## config.mk

```make
export PLATFORM = sky130hd
export DESIGN_NAME = cpx_exec_core
export DESIGN_NICKNAME = d
export VERILOG_FILES = /design/src/hdl/cpx_pkg.sv /design/src/hdl/cpx_exec_core.sv
export SDC_FILE = /design/constraint.sdc
export NUM_CORES = 2
export LEC_CHECK = 0
export BUFFER_PORTS_ARGS = -buffer_cell sky130_fd_sc_hd__buf_2
export CAP_MARGIN = 20
export CORE_MARGIN = 4
export CORE_UTILIZATION = 40
export DETAILED_ROUTE_END_ITERATION = 7
export PLACE_DENSITY = 0.6
export SLEW_MARGIN = 5
export SYNTH_ARGS = -nofsm -noshare
export SYNTH_HDL_FRONTEND = slang
export SYNTH_SLANG_ARGS = --single-unit
export TNS_END_PERCENT = 100
```

## constraint.sdc

```tcl
create_clock -name ref_clk -period 7.8 [get_ports ref_clk]
set_clock_uncertainty 0.2 [all_clocks]
set_input_delay 0 -clock ref_clk [delete_from_list [all_inputs] [get_ports ref_clk]]
set_output_delay 0 -clock ref_clk [all_outputs]
set_load 0.1 [all_outputs]
```

## src/hdl/cpx_pkg.sv

```systemverilog
// constants and types for the instruction execution subset
package cpx_pkg;
   localparam int PC_W = 13;
   localparam int K_W  = 11;
   localparam int F_W  = 7;
   localparam int LT_W = 5;

   // register byte offsets
   localparam logic [7:0] A_ISSUE = 8'h00;
   localparam logic [7:0] A_ACC   = 8'h04;
   localparam logic [7:0] A_STAT  = 8'h08;
   localparam logic [7:0] A_PC    = 8'h0C;
   localparam logic [7:0] A_LATCH = 8'h10;
   localparam logic [7:0] A_TOP   = 8'h14;
   localparam logic [7:0] A_WDG   = 8'h18;
   localparam logic [7:0] A_FSEL  = 8'h1C;
   localparam logic [7:0] A_FDATA = 8'h20;

   // reset values
   localparam logic [7:0]      ACC_RST   = 8'h00;
   localparam logic [PC_W-1:0] PC_RST    = 13'h0000;
   localparam logic [LT_W-1:0] LATCH_RST = 5'h00;
   localparam logic [7:0]      FILE_RST  = 8'h00;

   // pc_upper_latch bits that feed pc bits 12:11
   localparam int LT_HI = 4;
   localparam int LT_LO = 3;

   typedef enum logic [2:0] {
      OP_NOP     = 3'h0,
      OP_WDCLR   = 3'h1,
      OP_CALL    = 3'h2,
      OP_COMP    = 3'h3,
      OP_CLR_REG = 3'h4,
      OP_CLR_ACC = 3'h5,
      OP_DEC     = 3'h6,
      OP_DECSKIP = 3'h7
   } cpx_op_t;

   // layout of a word written to the issue register
   typedef struct packed {
      logic [4:0]     rsv1;
      logic [K_W-1:0] k;
      logic [4:0]     rsv0;
      logic [F_W-1:0] f;
      logic           d;
      cpx_op_t        op;
   } cpx_instr_t;

   typedef struct packed {
      logic busy;
      logic pwrdn_n;
      logic to_n;
      logic z;
   } cpx_stat_t;

   typedef enum logic [1:0] {
      S_IDLE  = 2'b00,
      S_EXEC  = 2'b01,
      S_CALL2 = 2'b11,
      S_SKIP  = 2'b10
   } cpx_state_t;
endpackage

```

## src/hdl/cpx_exec_core.sv

```systemverilog
// instruction execution subset with an AHB-Lite register slave
`timescale 1ns/10ps
`default_nettype none
module cpx_exec_core
   import cpx_pkg::*;
#(
   parameter int FILE_DEPTH = 128,
   parameter int STK_DEPTH  = 8,
   parameter int WDG_W      = 8,
   parameter int PRE_DIV    = 16
) (
   input  wire logic        ref_clk,   // core clock, 250 MHz
   input  wire logic        rstn,      // sync reset, active low
   input  wire logic        hsel,      // slave select
   input  wire logic [31:0] haddr,     // byte address
   input  wire logic [1:0]  htrans,    // transfer type
   input  wire logic        hwrite,    // write when high
   input  wire logic [2:0]  hsize,     // transfer size
   input  wire logic        hready,    // bus ready
   input  wire logic [31:0] hwdata,    // write data
   output logic      [31:0] hrdata,    // read data
   output logic             hreadyout, // slave ready
   output logic             hresp      // always okay
);
   localparam int SP_W  = $clog2(STK_DEPTH);
   localparam int PRE_W = $clog2(PRE_DIV);
   localparam logic [2:0] HSIZE_WORD = 3'h2;

   generate
      if (FILE_DEPTH < 1 || FILE_DEPTH > 128) begin : g_bad_file
         $error("FILE_DEPTH must be 1 to 128");
      end
      if (STK_DEPTH < 2 || (STK_DEPTH & (STK_DEPTH - 1)) != 0) begin : g_bad_stk
         $error("STK_DEPTH must be a power of two");
      end
      if (PRE_DIV < 2 || WDG_W < 1 || WDG_W > 32) begin : g_bad_wdg
         $error("PRE_DIV must be >= 2 and WDG_W 1 to 32");
      end
   endgenerate

   // bus side state
   logic             wr_q;
   logic             rd_q;
   logic [7:0]       addr_q;
   logic [2:0]       hsize_q;
   logic [31:0]      hrdata_q;
   logic             hready_q;
   logic             hresp_q;

   // core state
   cpx_state_t       st_q;
   cpx_state_t       st_d;
   cpx_instr_t       ir_q;
   logic [7:0]       acc_q;
   logic [PC_W-1:0]  pc_q;
   logic [PC_W-1:0]  pc_d;
   logic [LT_W-1:0]  latch_q;
   logic [F_W-1:0]   fsel_q;
   logic             z_q;
   logic             to_n_q;
   logic             pwrdn_n_q;
   logic [SP_W-1:0]  sp_q;
   logic [PC_W-1:0]  stk_q [STK_DEPTH];
   logic [7:0]       file_q [FILE_DEPTH];
   logic [PRE_W-1:0] pre_q;
   logic [WDG_W-1:0] wdg_q;

   // bus address phase and write strobes
   wire logic take    = hsel & hready & htrans[1];
   wire logic idle    = (st_q == S_IDLE);
   wire logic wr_ok   = wr_q & (hsize_q == HSIZE_WORD);
   wire logic w_issue = wr_ok & (addr_q == A_ISSUE) & idle;
   wire logic w_acc   = wr_ok & (addr_q == A_ACC);
   wire logic w_stat  = wr_ok & (addr_q == A_STAT);
   wire logic w_pc    = wr_ok & (addr_q == A_PC) & idle;
   wire logic w_latch = wr_ok & (addr_q == A_LATCH);
   wire logic w_fsel  = wr_ok & (addr_q == A_FSEL);
   wire logic w_fdata = wr_ok & (addr_q == A_FDATA);

   // operand fetch and result
   wire logic       exec   = (st_q == S_EXEC);
   wire cpx_op_t    op     = ir_q.op;
   wire logic       f_in   = ({1'b0, ir_q.f} < 8'(FILE_DEPTH));
   wire logic [7:0] fval   = f_in ? file_q[ir_q.f] : 8'h00;
   wire logic       sel_in = ({1'b0, fsel_q} < 8'(FILE_DEPTH));
   wire logic [7:0] fsval  = sel_in ? file_q[fsel_q] : 8'h00;
   wire logic       is_dop = (op == OP_COMP) | (op == OP_DEC)
                           | (op == OP_DECSKIP);
   wire logic [7:0] res    = (op == OP_COMP) ? ~fval
                           : ((op == OP_DEC) | (op == OP_DECSKIP))
                           ? fval - 8'h01 : 8'h00;
   wire logic       res_z  = (res == 8'h00);

   wire logic to_acc  = exec & ((op == OP_CLR_ACC) | (is_dop & ~ir_q.d));
   wire logic to_file = exec & ((op == OP_CLR_REG) | (is_dop & ir_q.d));
   wire logic z_upd   = exec & (op != OP_DECSKIP) & (op != OP_WDCLR)
                      & (op != OP_CALL) & (op != OP_NOP);
   wire logic wdclr   = exec & (op == OP_WDCLR);
   wire logic push    = exec & (op == OP_CALL);
   // zero result forces the no-op cycle
   wire logic skip    = exec & (op == OP_DECSKIP) & res_z;

   // watchdog prescaler tick and counter overflow
   wire logic tick    = (pre_q == PRE_W'(PRE_DIV - 1));
   wire logic wdg_ovf = tick & (&wdg_q);

   wire logic [SP_W-1:0] sp_top = sp_q - SP_W'(1);

   wire cpx_stat_t stat = '{busy: ~idle, pwrdn_n: pwrdn_n_q,
                            to_n: to_n_q, z: z_q};

   // read data selection
   wire logic [31:0] rd_mux =
        (addr_q == A_ISSUE) ? 32'(ir_q)
      : (addr_q == A_ACC)   ? {24'h0, acc_q}
      : (addr_q == A_STAT)  ? {28'h0, stat}
      : (addr_q == A_PC)    ? {19'h0, pc_q}
      : (addr_q == A_LATCH) ? {27'h0, latch_q}
      : (addr_q == A_TOP)   ? {19'h0, stk_q[sp_top]}
      : (addr_q == A_WDG)   ? 32'(wdg_q)
      : (addr_q == A_FSEL)  ? {25'h0, fsel_q}
      : (addr_q == A_FDATA) ? {24'h0, fsval}
      : 32'h0000_0000;

   // bus slave: writes zero wait, reads one wait state
   always_ff @(posedge ref_clk) begin
      if (!rstn) begin
         wr_q     <= 1'b0;
         rd_q     <= 1'b0;
         addr_q   <= 8'h00;
         hsize_q  <= 3'h0;
         hrdata_q <= 32'h0000_0000;
         hready_q <= 1'b1;
         hresp_q  <= 1'b0;
      end else begin
         wr_q     <= take & hwrite;
         rd_q     <= take & ~hwrite;
         hready_q <= ~(take & ~hwrite);
         hresp_q  <= 1'b0;
         if (take) begin
            addr_q  <= haddr[7:0];
            hsize_q <= hsize;
         end
         if (rd_q) begin
            hrdata_q <= rd_mux;
         end
      end
   end

   assign hrdata    = hrdata_q;
   assign hreadyout = hready_q;
   assign hresp     = hresp_q;

   // sequencer next state
   always_comb begin
      st_d = st_q;
      case (st_q)
         S_IDLE: begin
            if (w_issue) begin
               st_d = S_EXEC;
            end
         end
         S_EXEC: begin
            if (op == OP_CALL) begin
               st_d = S_CALL2;
            end else if (skip) begin
               st_d = S_SKIP;
            end else begin
               st_d = S_IDLE;
            end
         end
         S_CALL2: st_d = S_IDLE;
         S_SKIP:  st_d = S_IDLE;
         default: st_d = S_IDLE;
      endcase
   end

   // program counter next value
   always_comb begin
      pc_d = pc_q;
      case (st_q)
         S_IDLE: begin
            if (w_pc) begin
               pc_d = hwdata[PC_W-1:0];
            end
         end
         S_EXEC: begin
            if (op != OP_CALL) begin
               pc_d = pc_q + PC_W'(1);
            end
         end
         // literal and latch bits form the target
         S_CALL2: pc_d = {latch_q[LT_HI:LT_LO], ir_q.k};
         S_SKIP:  pc_d = pc_q + PC_W'(1);
         default: pc_d = pc_q;
      endcase
   end

   always_ff @(posedge ref_clk) begin
      if (!rstn) begin
         st_q <= S_IDLE;
         pc_q <= PC_RST;
         ir_q <= '0;
      end else begin
         st_q <= st_d;
         pc_q <= pc_d;
         if (w_issue) begin
            ir_q <= cpx_instr_t'(hwdata);
         end
      end
   end

   // accumulator, latch and file select
   always_ff @(posedge ref_clk) begin
      if (!rstn) begin
         acc_q   <= ACC_RST;
         latch_q <= LATCH_RST;
         fsel_q  <= '0;
      end else begin
         if (to_acc) begin
            acc_q <= res;
         end else if (w_acc) begin
            acc_q <= hwdata[7:0];
         end
         if (w_latch) begin
            latch_q <= hwdata[LT_W-1:0];
         end
         if (w_fsel) begin
            fsel_q <= hwdata[F_W-1:0];
         end
      end
   end

   // status bits; a watchdog timeout wins over a clear
   always_ff @(posedge ref_clk) begin
      if (!rstn) begin
         z_q       <= 1'b0;
         to_n_q    <= 1'b1;
         pwrdn_n_q <= 1'b1;
      end else begin
         if (z_upd) begin
            z_q <= res_z;
         end else if (w_stat) begin
            z_q <= hwdata[0];
         end
         if (wdg_ovf) begin
            to_n_q <= 1'b0;
         end else if (wdclr) begin
            to_n_q <= 1'b1;
         end else if (w_stat) begin
            to_n_q <= hwdata[1];
         end
         if (wdclr) begin
            pwrdn_n_q <= 1'b1;
         end else if (w_stat) begin
            pwrdn_n_q <= hwdata[2];
         end
      end
   end

   // watchdog prescaler and counter
   always_ff @(posedge ref_clk) begin
      if (!rstn) begin
         pre_q <= '0;
         wdg_q <= '0;
      end else if (wdclr) begin
         pre_q <= '0;
         wdg_q <= '0;
      end else begin
         pre_q <= tick ? '0 : pre_q + PRE_W'(1);
         if (tick) begin
            wdg_q <= wdg_q + WDG_W'(1);
         end
      end
   end

   // return stack pointer, wraps when full
   always_ff @(posedge ref_clk) begin
      if (!rstn) begin
         sp_q <= '0;
      end else if (push) begin
         sp_q <= sp_q + SP_W'(1);
      end
   end

   // return stack entries; cleared so an early top read is defined
   genvar si;
   generate
      for (si = 0; si < STK_DEPTH; si++) begin : g_stk
         always_ff @(posedge ref_clk) begin
            if (!rstn) begin
               stk_q[si] <= PC_RST;
            end else if (push && sp_q == SP_W'(si)) begin
               stk_q[si] <= pc_q + PC_W'(1);
            end
         end
      end
   endgenerate

   // file registers; execution wins over a bus write
   genvar gi;
   generate
      for (gi = 0; gi < FILE_DEPTH; gi++) begin : g_file
         always_ff @(posedge ref_clk) begin
            if (!rstn) begin
               file_q[gi] <= FILE_RST;
            end else if (to_file && f_in && ir_q.f == F_W'(gi)) begin
               file_q[gi] <= res;
            end else if (w_fdata && fsel_q == F_W'(gi)) begin
               file_q[gi] <= hwdata[7:0];
            end
         end
      end
   endgenerate
endmodule
`default_nettype wire

```

==> results.json <==
{
  "status": "finished with violations",
  "numCtsBuffers": 141,
  "core_area_um2": 179000,
  "synth_cell_type_count": 71,
  "ff2ff_setup_slack_ns": 1.63,
  "floorplan.rows": 155,
  "yosysWarnings": 0,
  "global_route.overflow_total": 0,
  "drive_gt1_share_pct": 24.12,
  "vias": 52730,
  "cts_htree_levels": 4,
  "wire_per_inst_um": 33.89,
  "tritoncts_num_sinks": 1273,
  "pin_count_of_the_biggest_net_entering_global_routing": 147,
  "seq_area_frac_synth_pct": 50.89,
  "final_min_period_over_clock_period_pct": 79.14,
  "tritoncts_clock_tree": "done",
  "max_freq_mhz": 162.0,
  "port_buffers": 81,
  "synth_cells": 5129,
  "cts-root-buf": "sky130_fd_sc_hd__clkbuf_16",
  "netlist_area_um2": 72270,
  "crit_required_ns": 8.26,
  "route.detailed.vias_per_inst": 6.966,
  "layout_commonest_cell": "sky130_fd_sc_hd__edfxtp_1",
  "first_global_vias": 51530,
  "grt_setup_unrepaired": "no",
  "placement.setup.worst_slack_ns": 1.697,
  "clk_transition_reported_paths_ns": 0.06,
  "ctsLongestPathBuffers": 3,
  "grt_pass1_wl_mm": 370.4,
  "report.final.slew_viol_count": 0,
  "cts_setup_buffers": 0,
  "post-route-worst-setup-slack_ns": 1.627,
  "fin_hold_viols": 0,
  "final.setup.tns_ns": 0,
  "cp_data_arrival_time_ns": 6.63,
  "antenna_found_initial": 5,
  "synth-async-reset-ratio_pct": 0,
  "max_cap_viol_count": 0,
  "grt_usage_pct": 26.93,
  "synth_enable_flop_cells": 1128,
  "hpwl_mm": 171.4,
  "detail-route-antenna-nets": 0,
  "drt_iter0_markers": 7488,
  "headroom_to_the_max_slew_limit_pct": 15.51,
  "fin_crit_ns": 6.173,
  "start_kind": "flip-flop",
  "ctsHoldBuffers": 97,
  "worst_skew_pair.late_latency_ns": 0.83,
  "die_h_um": 433.1,
  "design_power_total_mw": 15.06,
  "dieWidth_um": 433.1,
  "syn_to_final_growth_pct": 11.99,
  "finalWirelength_mm": 256.5,
  "leakage_nw": 26.04,
  "boundaryPins": 108,
  "final_cell_mix": "sky130_fd_sc_hd__edfxtp_1 (1128), sky130_fd_sc_hd__a22o_1 (896), sky130_fd_sc_hd__mux4_2 (682)",
  "initial_core_util_pct": 40.37,
  "finalSetupViolations": 0,
  "filler_cell_count": 15600,
  "p_per_area_nw_per_um2": 186.0,
  "hold_removal_path_class": "in -> reg",
  "critPathMaxFanout": 79,
  "design.die.area_um2": 187500,
  "syn-mean-instance-area_um2": 14.09,
  "ys_seq_elements": 1273,
  "end_kind": "flip-flop",
  "worstMarginPinSlew_ns": 1.260,
  "gp_routability_congestion": 0.9761,
  "remaining_design_rule_violation_count": 1,
  "synth_flop_cell": "sky130_fd_sc_hd__edfxtp_1",
  "path_class": "reg -> reg",
  "synth.net_count": 5217,
  "dr.pass1.iters": 8,
  "ctsResizeCount": 0,
  "failed_checks": "DRC",
  "peakVddDrop_mv": 0.2082,
  "design.final.nets": 5188
}
## critical path, cell delays in order, from the launching register on
cell	delay [ns]
sky130_fd_sc_hd__dfxtp_4	0.60
sky130_fd_sc_hd__buf_12	0.40
sky130_fd_sc_hd__buf_4	0.33
sky130_fd_sc_hd__mux4_2	0.57
sky130_fd_sc_hd__mux4_2	0.59
sky130_fd_sc_hd__mux4_2	0.58
sky130_fd_sc_hd__mux2i_1	0.39
sky130_fd_sc_hd__ha_1	0.28
sky130_fd_sc_hd__and3_1	0.20
sky130_fd_sc_hd__o211ai_1	0.09
sky130_fd_sc_hd__nor4_1	0.27
sky130_fd_sc_hd__a211o_4	0.82
sky130_fd_sc_hd__buf_12	0.37
sky130_fd_sc_hd__a22o_1	0.20
## layer usage
layer  vias to the layer above  wire length, um  track usage [%]
li1                      21380                -                -
met1                     27100            94750            35.03
met2                      3565           117300            41.74
met3                       675            30180            7.588
met4                         4            14290            12.95
met5                         -               22                0
## cell families after synthesis
family                     Yosys count  share of synthesized area (%)
muxes                              775                          22.56
other                                1                       0.005189
adders and majority gates           14                         0.2424
DFF                               1273                          50.89
AOI/OAI and AO/OA                 1506                          17.17
buffers and inverters              620                          3.383
xor gates and xnor gates            21                         0.2545
and+or+nand+nor                    919                          5.488
## power breakdown
group | leakage [nW] | total, mW | internal [mW] | switching [mW]
clock | 2.14 | 6.57 | 3.67 | 2.91
combinational | 11.1 | 0.758 | 0.267 | 0.490
sequential | 12.8 | 7.73 | 7.61 | 0.121
total | 26.0 | 15.1 | 11.5 | 3.52
## through the flow
stage	cell area [um2]	cells	hold WS [ns]	utilization, %
finish	80940	7569	0.07880	45.21
global route	80930	7566	0.09475	45.21
CTS	80580	7513	0.03114	45.01
detailed placement	75210	7162	0.03063	42.01
global placement	75130	7151	0.01877	41.97
floorplan	72270	5129	-0.08051	-
## synth_stat cells, drive strengths merged (9+ instances only)
| cell | n | area (um2) |
|---|---|---|
| xor2 | 14 | 122.6 |
| buf | 130 | 605.6 |
| inv | 19 | 71.32 |
| a211oi | 131 | 983.4 |
| o211a | 13 | 130.1 |
| nor2 | 297 | 1115 |
| nand3b | 12 | 90.09 |
| nor3 | 15 | 75.07 |
| nand2 | 398 | 1494 |
| or3 | 9 | 56.30 |
| o21ai | 46 | 230.2 |
| nand4 | 15 | 93.84 |
| a22o | 896 | 7848 |
| clkbuf | 470 | 1764 |
| nor2b | 26 | 162.7 |
| mux2 | 10 | 112.6 |
| nand3 | 61 | 305.3 |
| ha | 14 | 175.2 |
| mux4 | 682 | 15360 |
| and2 | 20 | 125.1 |
| nand2b | 25 | 156.4 |
| dfxtp | 145 | 2903 |
| o221ai | 66 | 578.1 |
| o211ai | 72 | 540.5 |
| a21oi | 28 | 140.1 |
| and3 | 19 | 118.9 |
| edfxtp | 1128 | 33870 |
| a21boi | 66 | 495.5 |
| a22oi | 14 | 105.1 |
| o31ai | 128 | 960.9 |
| mux2i | 83 | 834.6 |
## cell type report
type,instances,area [um2],share of cell area (%)
clock buffers,184,3784,4.675
inverters,20,77.57,0.09585
well taps,2355,2947,3.641
multi-input cells,3236,33210,41.03
clock inverters,70,615.6,0.7606
repair buffers,428,3493,4.316
flip-flops and latches,1273,36800,45.47
diodes,3,7.507,0.009276
## state kept, by name, summed over array words and instances, names as in the netlist, 2 cells and up, named ones only
name	flops
file_q	1024
fsel_q	7
wdg_q	8
pc_q	13
sp_q	3
latch_q	5
pre_q	4
st_q	2
op	3
acc_q	8
stk_q	104
hrdata	32
addr_q	8
ir_q	29
hsize_q	3
## worst paths after layout
kind             start       endpoint  cells past startpoint
min          hwdata[3]        ir_q[3]                      4
min reg2reg   pre_q[0]       pre_q[0]                      1
max          flip-flop  file_q[37][6]                     13
max reg2reg  flip-flop  file_q[37][6]                     13
Note: power is estimated with default switching activity, not from simulation.
